File: src/nvc_defs.svh
// Constants for the host-side controller of a shadowed static memory.
// Assumes a 250 MHz mclk; pin timing counts are whole mclk cycles.
`ifndef NVC_DEFS_SVH
`define NVC_DEFS_SVH
`define NVC_CLK_MHZ 250
`define NVC_ACCESS_NS 45
`define NVC_ACCESS_CYC ((`NVC_ACCESS_NS * `NVC_CLK_MHZ + 999) / 1000)
`define NVC_COPY_OUT_TIME_US 10000
`define NVC_COPY_IN_TIME_US 20
`define NVC_POWER_UP_COPY_TIME_US 550
`define NVC_COPY_OUT_CYC (`NVC_COPY_OUT_TIME_US * `NVC_CLK_MHZ)
`define NVC_COPY_IN_CYC (`NVC_COPY_IN_TIME_US * `NVC_CLK_MHZ)
`define NVC_POWER_UP_COPY_CYC (`NVC_POWER_UP_COPY_TIME_US * `NVC_CLK_MHZ)
`define NVC_SEQ_A0 14'h0E38
`define NVC_SEQ_A1 14'h31C7
`define NVC_SEQ_A2 14'h03E0
`define NVC_SEQ_A3 14'h3C1F
`define NVC_SEQ_A4 14'h303F
`define NVC_SEQ_STORE 14'h0FC0
`define NVC_SEQ_RECALL 14'h0C63
`endif

File: src/nvc_pkg.sv
// Types for the shadowed memory host controller.
// Constants live in nvc_defs.svh.
package nvc_pkg;
    typedef enum logic [1:0] {
        NVC_CMD_READ = 2'h0,
        NVC_CMD_WRITE = 2'h1,
        NVC_CMD_STORE = 2'h2,
        NVC_CMD_RECALL = 2'h3
    } nvc_cmd_t;
    typedef enum logic [2:0] {
        NVC_IDLE = 3'h0,
        NVC_SETUP = 3'h1,
        NVC_PULSE = 3'h2,
        NVC_GAP = 3'h3,
        NVC_WAIT = 3'h4
    } nvc_state_t;
endpackage : nvc_pkg

File: src/nvc_host.sv
// Host controller driving a shadowed static memory over its parallel pins.
// Assumes the memory sits off chip; its data pins return asynchronously.
`timescale 1ns/1ps
`include "nvc_defs.svh"
module nvc_host import nvc_pkg::*; #(
    parameter int ACCESS_CYC = `NVC_ACCESS_CYC,
    parameter int COPY_OUT_CYC = `NVC_COPY_OUT_CYC,
    parameter int COPY_IN_CYC = `NVC_COPY_IN_CYC,
    parameter int POWER_UP_COPY_CYC = `NVC_POWER_UP_COPY_CYC
) (
    // Clock and reset
    input wire logic mclk,
    input wire logic resetn,
    // User command port
    input wire logic req_valid,
    input wire logic [1:0] req_cmd,
    input wire logic [14:0] req_addr,
    input wire logic [7:0] req_wdata,
    output logic req_ready,
    output logic rsp_valid,
    output logic [7:0] rsp_rdata,
    // Supply monitor level, asynchronous
    input wire logic supply_ok,
    // Memory pins
    output logic cs_n,
    output logic out_drv_n,
    output logic data_latch_n,
    output logic [14:0] mem_addr,
    input wire logic [7:0] dq_in,
    output logic [7:0] dq_out,
    output logic dq_oe_n
);
    logic rst_s1, rst_n;
    logic [7:0] dq_s1, dq_s2;
    logic sup_s1, sup_s2, sup_prev;
    nvc_state_t state;
    nvc_cmd_t cmd;
    logic [2:0] step;
    logic [7:0] tmr;
    logic start_wait;
    logic [23:0] wait_cycles;
    logic busy;
    logic seq_write;
    logic [14:0] seq_addr;

    // Reset release through two flops
    always_ff @(posedge mclk or negedge resetn) begin
        if (!resetn) begin
            rst_s1 <= 1'b0;
            rst_n <= 1'b0;
        end else begin
            rst_s1 <= 1'b1;
            rst_n <= rst_s1;
        end
    end

    // Pin inputs are asynchronous to mclk
    always_ff @(posedge mclk or negedge rst_n) begin
        if (!rst_n) begin
            dq_s1 <= 8'h00;
            dq_s2 <= 8'h00;
            sup_s1 <= 1'b0;
            sup_s2 <= 1'b0;
            sup_prev <= 1'b0;
        end else begin
            dq_s1 <= dq_in;
            dq_s2 <= dq_s1;
            sup_s1 <= supply_ok;
            sup_s2 <= sup_s1;
            sup_prev <= sup_s2;
        end
    end

    function automatic logic [14:0] seq_at(input logic [2:0] i, input nvc_cmd_t c);
        unique case (i)
            3'h0: seq_at = {1'b0, `NVC_SEQ_A0};
            3'h1: seq_at = {1'b0, `NVC_SEQ_A1};
            3'h2: seq_at = {1'b0, `NVC_SEQ_A2};
            3'h3: seq_at = {1'b0, `NVC_SEQ_A3};
            3'h4: seq_at = {1'b0, `NVC_SEQ_A4};
            default: seq_at = {1'b0, (c == NVC_CMD_STORE) ? `NVC_SEQ_STORE : `NVC_SEQ_RECALL};
        endcase
    endfunction : seq_at

    nvc_wait #(.WIDTH(24)) u_wait (
        .mclk(mclk),
        .rst_n(rst_n),
        .start(start_wait),
        .cycles(wait_cycles),
        .busy(busy)
    );

    // Supply rise starts a power-up recall; device refuses access meanwhile
    always_comb begin
        start_wait = 1'b0;
        wait_cycles = 24'h000000;
        if (sup_s2 && !sup_prev) begin
            start_wait = 1'b1;
            wait_cycles = 24'(POWER_UP_COPY_CYC);
        end else if (state == NVC_GAP && tmr == 8'h00 && step == 3'h5
                     && (cmd == NVC_CMD_STORE || cmd == NVC_CMD_RECALL)) begin
            start_wait = 1'b1;
            wait_cycles = (cmd == NVC_CMD_STORE) ? 24'(COPY_OUT_CYC) : 24'(COPY_IN_CYC);
        end
    end

    assign seq_write = (cmd == NVC_CMD_WRITE);
    assign seq_addr = seq_at(step, cmd);

    // Access sequencer: one select pulse per step, no double edges
    always_ff @(posedge mclk or negedge rst_n) begin
        if (!rst_n) begin
            state <= NVC_IDLE;
            cmd <= NVC_CMD_READ;
            step <= 3'h0;
            tmr <= 8'h00;
            cs_n <= 1'b1;
            out_drv_n <= 1'b1;
            data_latch_n <= 1'b1;
            mem_addr <= 15'h0000;
            dq_out <= 8'h00;
            dq_oe_n <= 1'b1;
            req_ready <= 1'b0;
            rsp_valid <= 1'b0;
            rsp_rdata <= 8'h00;
        end else begin
            rsp_valid <= 1'b0;
            unique case (state)
                NVC_IDLE: begin
                    // A supply rise seen this cycle starts a copy, so ready drops with it
                    req_ready <= !busy && !start_wait && sup_s2;
                    if (req_valid && req_ready) begin
                        req_ready <= 1'b0;
                        cmd <= nvc_cmd_t'(req_cmd);
                        step <= 3'h0;
                        if (nvc_cmd_t'(req_cmd) == NVC_CMD_READ
                            || nvc_cmd_t'(req_cmd) == NVC_CMD_WRITE) begin
                            mem_addr <= req_addr;
                            dq_out <= req_wdata;
                        end else begin
                            mem_addr <= {1'b0, `NVC_SEQ_A0};
                        end
                        tmr <= 8'h01;
                        state <= NVC_SETUP;
                    end
                end
                NVC_SETUP: begin
                    // Address settles before select falls; a copy started after
                    // the take holds select off until the copy is over
                    if (tmr != 8'h00) begin
                        tmr <= tmr - 8'h01;
                    end else if (!busy && !start_wait) begin
                        cs_n <= 1'b0;
                        data_latch_n <= !seq_write;
                        out_drv_n <= !(cmd == NVC_CMD_READ);
                        dq_oe_n <= !seq_write;
                        tmr <= 8'(ACCESS_CYC);
                        state <= NVC_PULSE;
                    end
                end
                NVC_PULSE: begin
                    tmr <= tmr - 8'h01;
                    if (tmr == 8'h00) begin
                        if (cmd == NVC_CMD_READ) begin
                            rsp_rdata <= dq_s2;
                            rsp_valid <= 1'b1;
                        end
                        // Strobe rise ends the write with data held one more cycle
                        data_latch_n <= 1'b1;
                        cs_n <= 1'b1;
                        out_drv_n <= 1'b1;
                        tmr <= 8'h02;
                        state <= NVC_GAP;
                    end
                end
                NVC_GAP: begin
                    dq_oe_n <= 1'b1;
                    tmr <= tmr - 8'h01;
                    if (tmr == 8'h00) begin
                        if ((cmd == NVC_CMD_STORE || cmd == NVC_CMD_RECALL) && step != 3'h5) begin
                            step <= step + 3'h1;
                            mem_addr <= seq_at(step + 3'h1, cmd);
                            tmr <= 8'h01;
                            state <= NVC_SETUP;
                        end else begin
                            state <= NVC_WAIT;
                        end
                    end
                end
                NVC_WAIT: begin
                    // Device is busy after a copy; bus stays floated
                    if (!busy && !start_wait) begin
                        state <= NVC_IDLE;
                    end
                end
                default: state <= NVC_IDLE;
            endcase
        end
    end
endmodule : nvc_host

File: src/nvc_wait.sv
// Busy timer: holds busy for a loaded number of cycles.
// Assumes start pulses come from the same clock domain.
`timescale 1ns/1ps
module nvc_wait #(
    parameter int WIDTH = 22
) (
    // Clock and reset
    input wire logic mclk,
    input wire logic rst_n,
    // Control
    input wire logic start,
    input wire logic [WIDTH-1:0] cycles,
    output logic busy
);
    logic [WIDTH-1:0] count;

    always_ff @(posedge mclk or negedge rst_n) begin
        if (!rst_n) begin
            count <= '0;
        end else if (start) begin
            count <= cycles;
        end else if (count != '0) begin
            count <= count - WIDTH'(1);
        end
    end

    assign busy = (count != '0);
endmodule : nvc_wait

File: config.mk
export PLATFORM = sky130hd
export DESIGN_NAME = nvc_host
export DESIGN_NICKNAME = d
export VERILOG_FILES = /design/src/nvc_pkg.sv /design/src/nvc_host.sv /design/src/nvc_wait.sv
export VERILOG_INCLUDE_DIRS = /design/src /design/src/src
export SDC_FILE = /design/constraint.sdc
export NUM_CORES = 1
export LEC_CHECK = 0
export ABC_AREA = 0
export BUFFER_PORTS_ARGS = -buffer_cell sky130_fd_sc_hd__buf_2
export CORE_MARGIN = 3
export CORE_UTILIZATION = 38
export DETAILED_ROUTE_END_ITERATION = 6
export HOLD_SLACK_MARGIN = 0.08
export PLACE_DENSITY = 0.61
export SETUP_SLACK_MARGIN = 0.2
export SLEW_MARGIN = 10
export SYNTH_ARGS = -nofsm -noshare
export SYNTH_HDL_FRONTEND = slang
export SYNTH_SLANG_ARGS = --single-unit
File: constraint.sdc
create_clock -name mclk -period 3.7 [get_ports mclk]
set_input_delay 0.37 -clock mclk [delete_from_list [all_inputs] [get_ports mclk]]
set_output_delay 0.37 -clock mclk [all_outputs]
set_load 0.02 [all_outputs]
==> results.yml <==
worst_setup_path:
  cp_data_required_time_ps: 3930
  reg2reg_from: "tmr[0]$_DFFE_PN0P_"
  reg2reg_to: "mem_addr[5]$_DFFE_PN0P_"
  crit_fanout: 27
  reg2reg_depth: 6
  worst-endpoint-arrival_ps: 2950
  rrSetupSlack_ps: 980
  crit_path_end_kind: "flop"
  startpoint_type: "flop"
  crit_type: "reg2reg"
job:
  drv_cap: 0
sta:
  whs_ps: 128
  fin_skew_ps: 5.64
  setup_tns_ps: 0
  report.final.slew_viol_count: 0
  tightest_slew_ps: 795
  fmax_ghz: 0.368
  period_needed_ps: 2720
  rsz0062_at_grt: "false"
  finalCritPeriodShare_pct: 73.4
  setup_viol: 0
  slew_headroom_pct: 46.9
  finalHoldViolCount: 0
yosys:
  synth_area_mm2: 0.00466
  syn_nets: 487
  yosysWarnings: 0
  ys_top_cells_by_count: "dfrtp_1, a21oi_1, nor2_1"
  synth_top_area_share_pct: 50.4
  synth-edff-count: 0
  synth_most_common_cell: "dfrtp_1"
  synthCells: 441
  ys_types: 69
  ys.flop_type: "dfrtp_1"
  synth.avg_cell_area_um2: 10.6
  ys_ff_latch: 98
  seq_area_frac_synth_pct: 52.7
  ys_top_cells_by_area: "dfrtp_1, mux2_2, a21oi_1"
  yosys.area.top_type: "dfrtp_1"
  synthArstFlopShare_pct: 100
clocking:
  clock_path_buffers: 2
  clk_pin_slew_ps: 70
  ctsResizeCount: 0
  numCtsBuffers: 9
  clk_latency_ps: 340
  cts-root-buf: "clkbuf_16"
  htree_num_levels: 3
  cts.sinks: 98
  tritoncts: "done"
drt:
  drtIter0Drc: 159
  ant_nets: 0
  totalWireLength_um: 10400
  drc: 0
  first_pass_iters: 5
  vias: 3688
  post_drt_via_cell_ratio: 5.55
  wire_per_inst_um: 15.7
placed_design:
  io_buffers: 73
  dp_hpwl_um: 7640
  dpl_cell_area_mm2: 0.00518
  gp_congestion: 0.897
floorplanning:
  core_mm2: 0.0117
  die_w_um: 117
  dieArea_mm2: 0.0136
  io_pins: 74
  die_y_um: 117
  num_rows: 39
  initial_core_util_pct: 39.8
hold_path:
  whs_endpoint: "dq_s1[7]$_DFF_PN0_"
  holdPathStages: 1
  holdCritStartpoint: "dq_in[7]"
  hold_path.class: "in2reg"
grt:
  grt_max_degree: 46
  first_global_vias: 3634
  antenna_found_initial: 0
  grt_pass1_wl_um: 17500
  grt_overflow: 0
  grt_use_total_pct: 16.2
cells_and_area:
  fin_nets: 563
  drive_gt1_share_pct: 26.2
  final_cell_area_mm2: 0.00548
  antennaDiodeCount: 0
  area_growth_pct: 17.4
power:
  power_leakage_nw: 2.45
  ir_worst_vdd_uv: 218
  p_per_area_mw_per_mm2: 415
status:
  outcome: "complete, no violations"
## worst max-delay path by stage
stage                               endpoint  slack [ps]           startpoint
global route        mem_addr[10]$_DFFE_PN0P_         670  step[1]$_DFFE_PN0P_
global placement     mem_addr[5]$_DFFE_PN0P_        1090   tmr[0]$_DFFE_PN0P_
CTS                  mem_addr[5]$_DFFE_PN0P_        1000   tmr[0]$_DFFE_PN0P_
finish               mem_addr[5]$_DFFE_PN0P_         980   tmr[0]$_DFFE_PN0P_
detailed placement   mem_addr[5]$_DFFE_PN0P_        1020   tmr[0]$_DFFE_PN0P_
floorplan                 cmd[0]$_DFFE_PN0P_         780      rst_n$_DFF_PN0_
## layout make-up
class / count / area, um^2
clock buffer: 9 / 225
clock inverter: 7 / 62.6
fill: 1096 / 6230
inverter: 12 / 45.0
multi-input combinational: 319 / 2110
sequential: 98 / 2460
tap: 143 / 179
timing repair buffer: 77 / 398
## power breakdown
group / internal, W / switching [W]
logic: 0.0000859 / 0.000117
clock network: 0.000468 / 0.000429
registers: 0.00112 / 0.0000495
total: 0.00168 / 0.000596
## metal layers
metal / wire length, um / share of wire, % / global-route usage [%]
met3: 543 / 5.2 / 3.65
met1: 4710 / 45 / 21.9
met4: 201 / 1.9 / 5.05
met2: 4980 / 48 / 26.1
met5: 0 / 0 / 0
## repair_timing
action,4_1_cts,5_1_grt
endpoints found under the hold margin,2,0
hold buffers,1,0
setup buffers,0,0
## cells by family after synthesis
family                     count (synthesis)  share of synthesized area [%]
and+or+nand+nor                          164                           19.8
AOI/OAI and AO/OA                        106                           14.3
DFF                                       98                           52.7
muxes                                     24                           5.79
buffers and inverters                     24                           2.15
xor gates and xnor gates                  15                           2.82
adders and majority gates                  9                           2.41
other                                      1                         0.0804
## registers in the layout (all words and copies together), names as in the netlist, 2 cells and up
signal        cells
dq_s2             8
cmd               2
step              3
rsp_rdata         8
state             3
u_wait.count     24
dq_out            8
mem_addr         15
dq_s1             8
tmr               8
## through the flow
stage	setup slack [ps]	utilization, %	power, W	std cells
after floorplan	775	-	0.00132	441
after global placement	1090	44.2	0.00139	648
after detailed placement	1020	44.2	0.00139	648
after CTS	996	46.8	0.00230	665
after global routing	669	46.8	0.00238	665
final	983	46.8	0.00227	665
## placed cells by master, fill, tap and decap left out, drive strengths merged, types with 6 or more instances in the layout
master and instances:
nand2 35, nor2 39, nor3 16, buf 76, ha 9, nand2b 6, nand3 14, a21oi 41
inv 14, o21ai 24, nor4 11, xnor2 8, dfrtp 94, xor2 7, mux2 21, clkbuf 9
or3 13
## worst max-delay path, stage by stage, from the launching register on
cell	delay, ps
dfrtp_1	410
inv_1	70
ha_1	230
nor4b_4	410
nand4_1	360
nand2_1	710
mux2_2	410
(Power assumes the default switching activity.)
